<file path="src/inc/mis_map.svh">
// Behaviour
// - Summary bit seven set by enabled flags
// - Summary clears itself when enabled flags clear
// - Fault mode change sets low bit five
// - Reactive sign change sets low bit four
// - Active sign change sets low bit three
// - Apparent no-load sets low bit two
// - Reactive no-load sets low bit one
// - Active no-load sets low bit zero
// - Second pulse sets mid bit seven always
// - First pulse sets mid bit six always
// - Energy overflows set mid bits five-three
// - Energy half-full sets mid bits two-zero
// - Reset end sets high bit seven
// - New waveform samples set high bit five
// - Current peak sets high bit four
// - Voltage peak sets high bit three
// - Line cycle accumulation end sets bit two
// - Zero-cross timeout sets high bit one
// - Zero crossing sets high bit zero
// - Low enables five-zero gate low flags
// - Mid enables seven-six gate pulse flags
// - Mid enables five-zero gate energy flags
// - High enables five-zero gate high flags
`ifndef MIS_MAP_SVH
`define MIS_MAP_SVH

// Register offsets on the special function bus
`define MIS_OFS_EN_LOW   8'hd9
`define MIS_OFS_EN_MID   8'hda
`define MIS_OFS_EN_HIGH  8'hdb
`define MIS_OFS_ST_LOW   8'hdc
`define MIS_OFS_ST_MID   8'hdd
`define MIS_OFS_ST_HIGH  8'hde

// Implemented bits of each register
`define MIS_EN_LOW_MASK  8'h3f
`define MIS_EN_MID_MASK  8'hff
`define MIS_EN_HIGH_MASK 8'h3f
`define MIS_ST_LOW_IMPL  8'h3f
`define MIS_ST_MID_IMPL  8'hff
`define MIS_ST_HIGH_IMPL 8'hbf

// Reset values
`define MIS_EN_RST       8'h00
`define MIS_ST_RST       8'h00
`define MIS_ST_HIGH_RST  8'h80
`define MIS_ZERO8        8'h00

// Bit positions
`define MIS_BIT_SUMMARY  7
`define MIS_BIT_RST_END  7
`define MIS_BIT_B7       7
`define MIS_BIT_B6       6
`define MIS_BIT_B5       5
`define MIS_BIT_B4       4
`define MIS_BIT_B3       3
`define MIS_BIT_B2       2
`define MIS_BIT_B1       1
`define MIS_BIT_B0       0
`define MIS_FREQ_A       0
`define MIS_FREQ_B       1

`endif

</file>
<file path="src/inc/mis_pkg.sv">
package mis_pkg;

  // Register access from the processor core
  typedef struct packed {
    logic [7:0] addr;
    logic       wr;
    logic       rd;
    logic [7:0] wdata;
  } mis_sfr_s;

  // Sign and fault levels from the metering datapath
  typedef struct packed {
    logic fault_mode;
    logic reactive_sign;
    logic active_sign;
  } mis_sign_s;

  // One-cycle event pulses from the metering datapath
  typedef struct packed {
    logic apparent_noload;
    logic reactive_noload;
    logic active_noload;
    logic freq_pulse_b;
    logic freq_pulse_a;
    logic apparent_energy_overflow;
    logic reactive_energy_overflow;
    logic active_energy_overflow;
    logic apparent_energy_half;
    logic reactive_energy_half;
    logic active_energy_half;
    logic soft_reset_done;
    logic waveform_sample_ready;
    logic current_peak_exceeded;
    logic voltage_peak_exceeded;
    logic line_cycle_accum_done;
    logic zero_cross_timeout;
    logic zero_cross_detect;
  } mis_event_s;

  // State of one sticky flag byte
  typedef struct packed {
    logic [7:0] flags;
  } mis_flag_state_s;

  // State of the controller
  typedef struct packed {
    logic [7:0] en_low;
    logic [7:0] en_mid;
    logic [7:0] en_high;
    logic [2:0] sign_q;
    logic       sign_armed;
    logic [7:0] rdata;
    logic       rvalid;
    logic       pulse_a;
    logic       pulse_b;
  } mis_state_s;

endpackage

</file>
<file path="src/rtl/mis_flag_byte.sv">
`timescale 1ns/1ns
`default_nettype none
module mis_flag_byte #(
  parameter logic [7:0] RESET_VAL = 8'h00,
  parameter logic [7:0] IMPL_MASK = 8'hff
) (
  input  wire logic       clk_i,   // Core clock
  input  wire logic       reset_i, // Synchronous reset
  input  wire logic       ce_i,    // Clock enable
  input  wire logic [7:0] set_i,   // Flag set pulses
  input  wire logic [7:0] clr_i,   // Flag clear strobes
  output logic      [7:0] flags_o  // Sticky flags
);
  import mis_pkg::*;

  mis_flag_state_s st;
  mis_flag_state_s next_st;

  // Set beats clear so an event in the clear cycle survives
  // sticky until cleared
  always_comb begin
    next_st       = st;
    next_st.flags = ((st.flags & ~clr_i) | set_i) & IMPL_MASK;
  end

  // Register the flags; low ce_i freezes them
  always_ff @(posedge clk_i) begin
    if (reset_i) begin
      st.flags <= RESET_VAL;
    end else if (ce_i) begin
      st <= next_st;
    end
  end

  assign flags_o = st.flags;
endmodule
`default_nettype wire

</file>
<file path="src/rtl/mis_irq_ctrl.sv">
`include "mis_map.svh"
`timescale 1ns/1ns
`default_nettype none
module mis_irq_ctrl (
  input  wire logic               clk_i,          // Core clock
  input  wire logic               reset_i,        // Synchronous reset
  input  wire logic               ce_i,           // Clock enable
  input  wire mis_pkg::mis_sfr_s   sfr_i,          // Register access
  output logic      [7:0]         sfr_rdata_o,    // Read data
  output logic                    sfr_rvalid_o,   // Read data valid
  output logic                    sfr_hit_o,      // Address decoded
  input  wire mis_pkg::mis_sign_s  sign_i,         // Sign levels
  input  wire mis_pkg::mis_event_s event_i,        // Event pulses
  input  wire logic [1:0]         freq_out_en_i,  // Pulse pin enables
  output logic                    freq_pulse_a_o, // First pulse out
  output logic                    freq_pulse_b_o, // Second pulse out
  output logic                    irq_o           // Interrupt request
);
  import mis_pkg::*;

  mis_state_s st;
  mis_state_s next_st;

  // Flag bytes and their set and clear vectors
  logic [7:0] st_low;
  logic [7:0] st_mid;
  logic [7:0] st_high;
  logic [7:0] set_low;
  logic [7:0] set_mid;
  logic [7:0] set_high;
  logic [7:0] clr_low;
  logic [7:0] clr_mid;
  logic [7:0] clr_high;

  // Decoded accesses
  logic       hit_en_low;
  logic       hit_en_mid;
  logic       hit_en_high;
  logic       hit_st_low;
  logic       hit_st_mid;
  logic       hit_st_high;
  logic       any_hit;

  // Sign change detection
  logic [2:0] sign_now;
  logic [2:0] sign_chg;

  // Masked flags and summary
  logic [7:0] pend_low;
  logic [7:0] pend_mid;
  logic [7:0] pend_high;
  logic       summary;
  logic [7:0] st_low_view;
  logic [7:0] read_val;

  // Address decode for the six registers
  assign hit_en_low  = (sfr_i.addr == `MIS_OFS_EN_LOW);
  assign hit_en_mid  = (sfr_i.addr == `MIS_OFS_EN_MID);
  assign hit_en_high = (sfr_i.addr == `MIS_OFS_EN_HIGH);
  assign hit_st_low  = (sfr_i.addr == `MIS_OFS_ST_LOW);
  assign hit_st_mid  = (sfr_i.addr == `MIS_OFS_ST_MID);
  assign hit_st_high = (sfr_i.addr == `MIS_OFS_ST_HIGH);
  assign any_hit     = hit_en_low | hit_en_mid | hit_en_high |
                       hit_st_low | hit_st_mid | hit_st_high;

  // Sign levels arrive settled, the accumulation mode already
  // applied upstream, so only the change is judged here
  assign sign_now = {sign_i.fault_mode, sign_i.reactive_sign,
                     sign_i.active_sign};
  // Armed only after the first sample, so reset is not a change
  assign sign_chg = (sign_now ^ st.sign_q) & {3{st.sign_armed}};

  // Low status byte set sources
  always_comb begin
    set_low = `MIS_ZERO8;
    set_low[`MIS_BIT_B5] = sign_chg[2];
    set_low[`MIS_BIT_B4] = sign_chg[1];
    set_low[`MIS_BIT_B3] = sign_chg[0];
    set_low[`MIS_BIT_B2] = event_i.apparent_noload;
    set_low[`MIS_BIT_B1] = event_i.reactive_noload;
    set_low[`MIS_BIT_B0] = event_i.active_noload;
  end

  // Mid status byte set sources; pulse flags ignore pin enables
  always_comb begin
    set_mid = `MIS_ZERO8;
    set_mid[`MIS_BIT_B7] = event_i.freq_pulse_b;
    set_mid[`MIS_BIT_B6] = event_i.freq_pulse_a;
    set_mid[`MIS_BIT_B5] = event_i.apparent_energy_overflow;
    set_mid[`MIS_BIT_B4] = event_i.reactive_energy_overflow;
    set_mid[`MIS_BIT_B3] = event_i.active_energy_overflow;
    set_mid[`MIS_BIT_B2] = event_i.apparent_energy_half;
    set_mid[`MIS_BIT_B1] = event_i.reactive_energy_half;
    set_mid[`MIS_BIT_B0] = event_i.active_energy_half;
  end

  // High status byte set sources
  always_comb begin
    set_high = `MIS_ZERO8;
    // software reset end; hardware reset loads it set
    set_high[`MIS_BIT_RST_END] = event_i.soft_reset_done;
    set_high[`MIS_BIT_B5] = event_i.waveform_sample_ready;
    set_high[`MIS_BIT_B4] = event_i.current_peak_exceeded;
    set_high[`MIS_BIT_B3] = event_i.voltage_peak_exceeded;
    set_high[`MIS_BIT_B2] = event_i.line_cycle_accum_done;
    set_high[`MIS_BIT_B1] = event_i.zero_cross_timeout;
    set_high[`MIS_BIT_B0] = event_i.zero_cross_detect;
  end

  // A status write clears each flag written as zero and leaves
  // flags written as one, so bit-clear instructions are safe
  // software clear
  assign clr_low  = (sfr_i.wr && hit_st_low)  ? ~sfr_i.wdata
                                              : `MIS_ZERO8;
  assign clr_mid  = (sfr_i.wr && hit_st_mid)  ? ~sfr_i.wdata
                                              : `MIS_ZERO8;
  assign clr_high = (sfr_i.wr && hit_st_high) ? ~sfr_i.wdata
                                              : `MIS_ZERO8;

  // Three sticky flag bytes
  mis_flag_byte #(
    .RESET_VAL (`MIS_ST_RST),
    .IMPL_MASK (`MIS_ST_LOW_IMPL)
  ) u_st_low (
    .clk_i   (clk_i),
    .reset_i (reset_i),
    .ce_i    (ce_i),
    .set_i   (set_low),
    .clr_i   (clr_low),
    .flags_o (st_low)
  );

  mis_flag_byte #(
    .RESET_VAL (`MIS_ST_RST),
    .IMPL_MASK (`MIS_ST_MID_IMPL)
  ) u_st_mid (
    .clk_i   (clk_i),
    .reset_i (reset_i),
    .ce_i    (ce_i),
    .set_i   (set_mid),
    .clr_i   (clr_mid),
    .flags_o (st_mid)
  );

  // Reset-end flag comes out of reset already set
  mis_flag_byte #(
    .RESET_VAL (`MIS_ST_HIGH_RST),
    .IMPL_MASK (`MIS_ST_HIGH_IMPL)
  ) u_st_high (
    .clk_i   (clk_i),
    .reset_i (reset_i),
    .ce_i    (ce_i),
    .set_i   (set_high),
    .clr_i   (clr_high),
    .flags_o (st_high)
  );

  // Enable gating of the flags
  // low enables
  assign pend_low  = st_low & st.en_low & `MIS_EN_LOW_MASK;
  // mid enables, pulse and energy flags
  assign pend_mid  = st_mid & st.en_mid & `MIS_EN_MID_MASK;
  // high enables; reset-end has no enable
  assign pend_high = st_high & st.en_high & `MIS_EN_HIGH_MASK;

  // Summary is pure logic on flags and enables, so it drops as
  // soon as the last enabled flag is cleared, with no write
  // summary flag
  assign summary = (|pend_low) | (|pend_mid) | (|pend_high);

  // Low status as software sees it, summary in bit seven
  always_comb begin
    st_low_view = st_low;
    st_low_view[`MIS_BIT_SUMMARY] = summary;
  end

  // Read multiplexer; reserved bits read zero
  always_comb begin
    read_val = `MIS_ZERO8;
    if (hit_en_low) begin
      read_val = st.en_low;
    end
    if (hit_en_mid) begin
      read_val = st.en_mid;
    end
    if (hit_en_high) begin
      read_val = st.en_high;
    end
    if (hit_st_low) begin
      read_val = st_low_view;
    end
    if (hit_st_mid) begin
      read_val = st_mid;
    end
    if (hit_st_high) begin
      read_val = st_high;
    end
  end

  // Next state of the controller
  always_comb begin
    next_st        = st;
    next_st.rvalid = 1'b0;

    // Enable register writes, reserved bits held at zero
    if (sfr_i.wr && hit_en_low) begin
      next_st.en_low = sfr_i.wdata & `MIS_EN_LOW_MASK;
    end
    if (sfr_i.wr && hit_en_mid) begin
      next_st.en_mid = sfr_i.wdata & `MIS_EN_MID_MASK;
    end
    if (sfr_i.wr && hit_en_high) begin
      next_st.en_high = sfr_i.wdata & `MIS_EN_HIGH_MASK;
    end

    // Read data captured for the next cycle; unmapped reads
    // leave the previous read data in place with no valid strobe
    if (sfr_i.rd && any_hit) begin
      next_st.rdata  = read_val;
      next_st.rvalid = 1'b1;
    end

    // Track sign levels for change detection
    next_st.sign_q     = sign_now;
    next_st.sign_armed = 1'b1;

    // Pulse pins follow the events only while enabled
    next_st.pulse_a = event_i.freq_pulse_a &
                      freq_out_en_i[`MIS_FREQ_A];
    next_st.pulse_b = event_i.freq_pulse_b &
                      freq_out_en_i[`MIS_FREQ_B];
  end

  // State register; low ce_i freezes everything
  always_ff @(posedge clk_i) begin
    if (reset_i) begin
      st.en_low     <= `MIS_EN_RST;
      st.en_mid     <= `MIS_EN_RST;
      st.en_high    <= `MIS_EN_RST;
      st.sign_q     <= '0;
      st.sign_armed <= 1'b0;
      st.rdata      <= `MIS_ZERO8;
      st.rvalid     <= 1'b0;
      st.pulse_a    <= 1'b0;
      st.pulse_b    <= 1'b0;
    end else if (ce_i) begin
      st <= next_st;
    end
  end

  // Outputs
  assign sfr_rdata_o    = st.rdata;
  assign sfr_rvalid_o   = st.rvalid;
  assign sfr_hit_o      = any_hit;
  assign freq_pulse_a_o = st.pulse_a;
  assign freq_pulse_b_o = st.pulse_b;
  assign irq_o = summary;
endmodule
`default_nettype wire

</file>
<file path="config.mk">
export PLATFORM = sky130hd
export DESIGN_NAME = mis_irq_ctrl
export DESIGN_NICKNAME = d
export VERILOG_FILES = /design/src/inc/mis_pkg.sv /design/src/rtl/mis_flag_byte.sv /design/src/rtl/mis_irq_ctrl.sv
export VERILOG_INCLUDE_DIRS = /design/src /design/src/inc
export SDC_FILE = /design/constraint.sdc
export NUM_CORES = 1
export LEC_CHECK = 0
export BUFFER_PORTS_ARGS = -buffer_cell sky130_fd_sc_hd__clkbuf_2
export CORE_UTILIZATION = 45
export DETAILED_ROUTE_END_ITERATION = 10
export PLACE_DENSITY = 0.68
export SYNTH_ARGS = -nofsm -noshare
export SYNTH_HDL_FRONTEND = slang
export SYNTH_SLANG_ARGS = --single-unit
</file>
<file path="constraint.sdc">
create_clock -name clk_i -period 2.2 [get_ports clk_i]
set_clock_uncertainty 0.15 [all_clocks]
set_input_delay 0.22 -clock clk_i [delete_from_list [all_inputs] [get_ports clk_i]]
set_output_delay 0.22 -clock clk_i [all_outputs]
set_load 0.02 [all_outputs]
</file>
# ---- Yosys cells after proc, flatten, opt, wreduce, memory -nomap -nowiden
# Cells that the tools add are included.
dict set report op_classes {
  n_div 0
  mux 10
  reduce_logical 14
  shifts 0
  bitwise_logic 24
  n_addsub 0
  mul 0
  eq_ne 6
  order_cmp 0
}
# cell n
set op_table {}
lappend op_table {{2-to-1 mux 8 bit} 7}
lappend op_table {{equality test 8 bit, second input constant} 6}
lappend op_table {{bitwise AND 8 bit} 3}
lappend op_table {{NOT 8 bit} 3}
lappend op_table {{bitwise AND 6 bit} 3}
lappend op_table {{OR 8 bit} 2}
lappend op_table {{2-to-1 mux 6 bit} 2}
lappend op_table {{OR reduction 6 bit} 2}
lappend op_table {{AND reduction 2 bit} 4}
lappend op_table {{OR reduction 8 bit} 1}
lappend op_table {{logical AND 1 bit} 7}
lappend op_table {{OR 1 bit} 7}
lappend op_table {{NOT 6 bit} 1}
lappend op_table {{OR 6 bit} 1}
lappend op_table {{bitwise AND 3 bit} 1}
lappend op_table {{XOR 3 bit} 1}
lappend op_table {{bitwise AND 1 bit} 2}
lappend op_table {{2-to-1 mux 1 bit} 1}
dict set report totals {
  elab_cells 66
  inputBits 44
  rom_bits 0
  latchBits 0
  memories 0
  regBits 56
  ram_bits 0
  out_inout_bits 13
}

# ---- Depth between registers and ports, before layout
dict set report depth {
  word_depth 8
  ltp_mapped 7
}

# ---- Hierarchy
# From an unflattened synthesis, not the netlist that was laid out.
dict set report hier_totals {
  cells_unflattened 354
  hier_area_um2 2942.8
}
# module cells_per_inst area_each_um2 n_inst
set by_module_without_submodules {}
lappend by_module_without_submodules {mis_irq_ctrl 261 2050.7 1}
lappend by_module_without_submodules {{mis_flag_byte at u_st_mid} 35 340.3 1}
lappend by_module_without_submodules {{mis_flag_byte at u_st_high} 30 289.0 1}
lappend by_module_without_submodules {{mis_flag_byte at u_st_low} 28 262.8 1}

# ---- Least setup slack after synthesis
# No wires, ideal clock.
dict set report synth_timing {
  kind {input port to flip-flop}
  from {input sfr_i[15] in the netlist's numbering}
  to {register st (netlist bit sfr_rdata_o[6])}
  arrival_time_ns 1.642
  setup_time_ns 0.067
  stages 7
  t_required_ns 1.983
  n_path_buf 2
  slack_ns 0.341
  cell_sequence {and4b_1 -> buf_6 -> o311ai_4 -> or3_1 -> buf_2 -> or3_1 -> a21oi_2}
}
dict set report synth_via {
  elab_chain_cells 8
}
# item line
set synth_lines {}
lappend synth_lines {{start: declaration} mis_irq_ctrl.sv:8} ;# input wire mis_pkg::mis_sfr_s sfr_i,
lappend synth_lines {{equality test 8 bit (no line)} -}
lappend synth_lines {{OR 1 bit (3 in a row)} mis_irq_ctrl.sv:63} ;# assign any_hit = hit_en_low | hit_en_mid | hit_en_high |
lappend synth_lines {{OR 1 bit (2 in a row)} mis_irq_ctrl.sv:64} ;# hit_st_low | hit_st_mid | hit_st_high;
lappend synth_lines {{logical AND 1 bit} mis_irq_ctrl.sv:218} ;# if (sfr_i.rd && any_hit) begin
lappend synth_lines {{AND reduction 2 bit (no line)} -}
lappend synth_lines {{end signal: assignment} mis_irq_ctrl.sv:247} ;# st <= next_st;
lappend synth_lines {{end: declaration} mis_irq_ctrl.sv:21} ;# mis_state_s st;
# Parallel ways exist; a longest one is shown, timed or not.
# A chain may end at the register's enable or synchronous reset.

# ---- Final worst setup path
dict set report layout_timing {
  from {register u_st_mid.st (netlist bit u_st_mid.flags_o[3])}
  to {output irq_o}
}
dict set report layout_via {
  elab_chain_cells 4
}
# item line
set layout_lines {}
lappend layout_lines {{start: declaration} mis_flag_byte.sv:16} ;# mis_flag_state_s st;
lappend layout_lines {{start signal: assignment} mis_flag_byte.sv:31} ;# st <= next_st;
lappend layout_lines {{bitwise AND 8 bit} mis_irq_ctrl.sv:162} ;# assign pend_mid = st_mid & st.en_mid & `MIS_EN_MID_MASK;
lappend layout_lines {{OR reduction 8 bit} mis_irq_ctrl.sv:169} ;# assign summary = (|pend_low) | (|pend_mid) | (|pend_high);
lappend layout_lines {{OR 1 bit (2 in a row)} mis_irq_ctrl.sv:169}
lappend layout_lines {{end: declaration} mis_irq_ctrl.sv:17} ;# output logic irq_o
# No other way between the ends.

==> impl_results.md <==
* Status: completed
* Number of distinct library cells after synthesis at 36
* Data arrival, critical path at 1560 ps
* Global route hottest layer: met2
* Unrepaired setup endpoints after global routing: false
* Crit-path cells: a22o_1 -> a221oi_1 -> nand4_1 -> clkbuf_2
* Final ANT Viol Nets at 0
* Period minus WS final at 1930 ps
* Slew Limit Fails at 0
* Worst setup margin at 272 ps
* Seq cells post-synth at 56
* Met3 Track Usage GR at 4.07%
* Post-Synth Simple-Gate Area at 20.8%
* Synth warn at 0
* Overall power at 0.00201 W
* I/O pin cnt at 57
* Drt pass-1 iters at 4
* Post-synth top area cell: dfxtp_1
* First-pass GRT wire length at 11200 um
* Overflow after GRT at 0
* Leakage power at 1.41 nW
* Worst-case vdd ir drop at 0.465 mV
* Net Count, Synth at 351
* Initial antenna violation count at 0
* Top post-synthesis cells by area: dfxtp_1 43%, mux2i_1 9.6%, nor2_1 6.2%
* Largest fanout on the critical path at 3
* Startpoint types: flop
* Worst skew pair latency at 310 ps
* CTS tree: built
* Net switching power at 0.000471 W
* Post-DP HPWL at 4890 um
* Mapped Area at 2610 um2
* GR Util All Layers at 23.3%
* Post CTS Setup Buffer Count at 0
* CP max-delay cell: dfxtp_1
* Die width at 78.2 um
* IO buf count at 56
* Clock Path Buffers at 2
* Clock Sinks at 56
* HP Start: event_i[13]
* Final WL at 6830 um
* Main combinational cell family by area after synthesis: simple AND/OR/NAND/NOR gates
* Dpl ws at 126 ps
* Hold Path Class: in2reg
* Routability Congestion at 0.855
* Fillers at 510
* Final setup TNS at 0 ps
* Die Y at 78.2 um
* Core footprint at 5540 um2
* Fmax at 0.519 GHz
* Sw Share at 23.4%
* Compound-Gate Fraction of Synth Area at 20.0%
* Hold Path End: u_st_mid.flags_o[6]
* Drt drc at 0
* PwrDens at 623 nW/um2
* Syn_area_per_cell at 8.50 um2
* Comb pwr share at 10.0%
* Max-cap violations at 0
* CP Class: reg2out
* Area growth syn-to-layout at 23.7%
* Crit path launch: u_st_mid.flags_o[3]
* Ant diodes at 0
* Tcrit/Tclk final at 87.7%
* Fin nets at 415
* Reg-to-reg startpoint: u_st_mid.flags_o[3]
* Via count at 2474
* Seq pwr share at 53.4%
* Internal Dissipation at 0.00154 W
* Adder-cell share of the synthesized area at 0%
* Grt met1 use at 32.4%
* Worst slew margin at 48.3%
* Top FF cell, synth: dfxtp_1
* Die area at 6110 um2
* Clk root buf: clkbuf_8
* R2r setup slk at 650 ps
* Synth cell count leaders: 56 x dfxtp_1, 43 x nor2_1, 32 x nand2_1, 25 x a21oi_1, 25 x mux2i_1
* Clock Pin Slew Worst Setup and Hold Paths at 100 ps
* Pin count of the biggest net entering global routing at 34
* CTS Buf Count at 5
* Async SR Flop Fraction at 0%
* Final setup viols at 0
* Final count of hold timing violations at 0
* WL per Instance at 15.4 um
* XOR/XNOR share of the synthesized area at 1.01%
* H-tree Lvls at 2
* Reg-to-reg endpoint: sfr_rdata_o[7]
* Yosys top cell area share at 43.0%
* Vias per cell at 5.57
* Number of synthesized flops with an enable pin at 0
* Met2 Use GR at 36.7%
* Vias in the first global route at 2252
* Mux cell area share after synthesis at 9.59%
* Post-Syn Instances at 307
* Worst Path Required at 1830 ps
* Worst Max-Slew Pin Slew at 775 ps
* Layout cells sized above 1 at 21.0%
* Slowest stage delay, CP at 360 ps
* Row Count at 27
* Initial core utilization at 47.1%
* Cells on worst reg2reg path at 4
* Most common cell in the netlist: dfxtp_1
* CP endpoint kind: output port
* Clock network power share at 36.6%
* Seq/Total Area, Yosys at 43.0%
* Hold Path Depth at 3
* Iteration-0 DRC Markers at 234
-- layout by cell type (no fill, tap or decap) --
| cell | n |
|---|---|
| a2111oi_0 | 5 |
| a21oi_1 | 25 |
| a21oi_2 | 1 |
| a221oi_1 | 1 |
| a22o_1 | 3 |
| a22oi_1 | 20 |
| a32o_1 | 1 |
| a32oi_1 | 1 |
| and3_1 | 1 |
| and3b_1 | 1 |
| and4_1 | 3 |
| and4b_1 | 1 |
| buf_12 | 1 |
| buf_4 | 8 |
| bufinv_16 | 1 |
| clkbuf_2 | 56 |
| clkbuf_8 | 7 |
| dfxtp_1 | 56 |
| dlygate4sd3_1 | 18 |
| inv_1 | 2 |
| mux2i_1 | 25 |
| nand2_1 | 32 |
| nand3_1 | 9 |
| nand4_1 | 1 |
| nor2_1 | 43 |
| nor2b_1 | 4 |
| nor3_1 | 8 |
| nor3_4 | 1 |
| nor3b_2 | 1 |
| nor4_1 | 4 |
| o211a_1 | 1 |
| o21ai_0 | 21 |
| o311ai_4 | 1 |
| or2_2 | 1 |
| or3_1 | 4 |
| or3b_1 | 1 |
| xor2_1 | 3 |
-- flip-flops by register name, indices dropped and copies added (netlist names) --
name and count:
st 24, sfr_rdata_o 8, u_st_mid.flags_o 8, u_st_high.flags_o 7, u_st_low.flags_o 6, freq_pulse_a_o 1
freq_pulse_b_o 1, sfr_rvalid_o 1
-- logic make-up after synthesis --
group	Yosys count
AOI/OAI and AO/OA	80
xor gates and xnor gates	3
buffers and inverters	28
DFF	56
muxes	25
and+or+nand+nor	115
-- power groups by stage --
stage                     Clock (W)  Sequential, W  Combinational (W)
after CTS                  0.000747        0.00107           0.000199
after global routing       0.000790        0.00108           0.000222
after floorplan                   0        0.00109          0.0000960
final                      0.000736        0.00107           0.000200
after global placement            0        0.00110           0.000171
after detailed placement          0        0.00110           0.000173
-- area by class of cell --
cell class	count	area, um2	area share [%]
multi-input combinational	223	1340	41.6
sequential	56	1120	34.7
tap	72	90.1	2.79
clock inverter	1	30.0	0.930
timing repair buffer	83	541	16.7
inverter	2	7.51	0.233
clock buffer	7	96.3	2.98
-- critical path: cells and delay by family, from the launching register on --
family / cells / cell delay [ps]
simple gates: 1 / 200
compound gates: 2 / 490
flops: 1 / 360
buf+inv: 1 / 200
-- what timing repair did --
item | CTS | global route
hold endpoints to repair | 18 | 0
setup endpoints to repair | 0 | 0
gates resized for setup | 0 | 0
hold buffers | 18 | 0
-- how the worst max path moves through the flow --
stage	to	slack, ps	depth (start not counted)
4_1_cts	irq_o	260	4
3_5_place_dp	sfr_rdata_o[4]	130	6
5_1_grt	irq_o	150	5
3_3_place_gp	sfr_rdata_o[4]	180	6
6_report	irq_o	270	4
2_1_floorplan	sfr_rdata_o[6]	340	7
-- stage by stage --
step                std cells  hold slack [ps]  instance area, um2  util, %
floorplan                 307              195                2610        -
global placement          418              281                2920     52.7
CTS                       444             2.04                3230     58.3
finish                    444             10.0                3230     58.3
detailed placement        418              301                2920     52.7
global route              444             13.1                3230     58.3
-- metal layers --
metal | part of all wire, % | vias up
li1 | - | 1221
met5 | 0 | -
met2 | 46 | 80
met4 | 1.4 | 0
met1 | 47 | 1166
met3 | 5.3 | 7
Power figures use the tool's default switching activity.
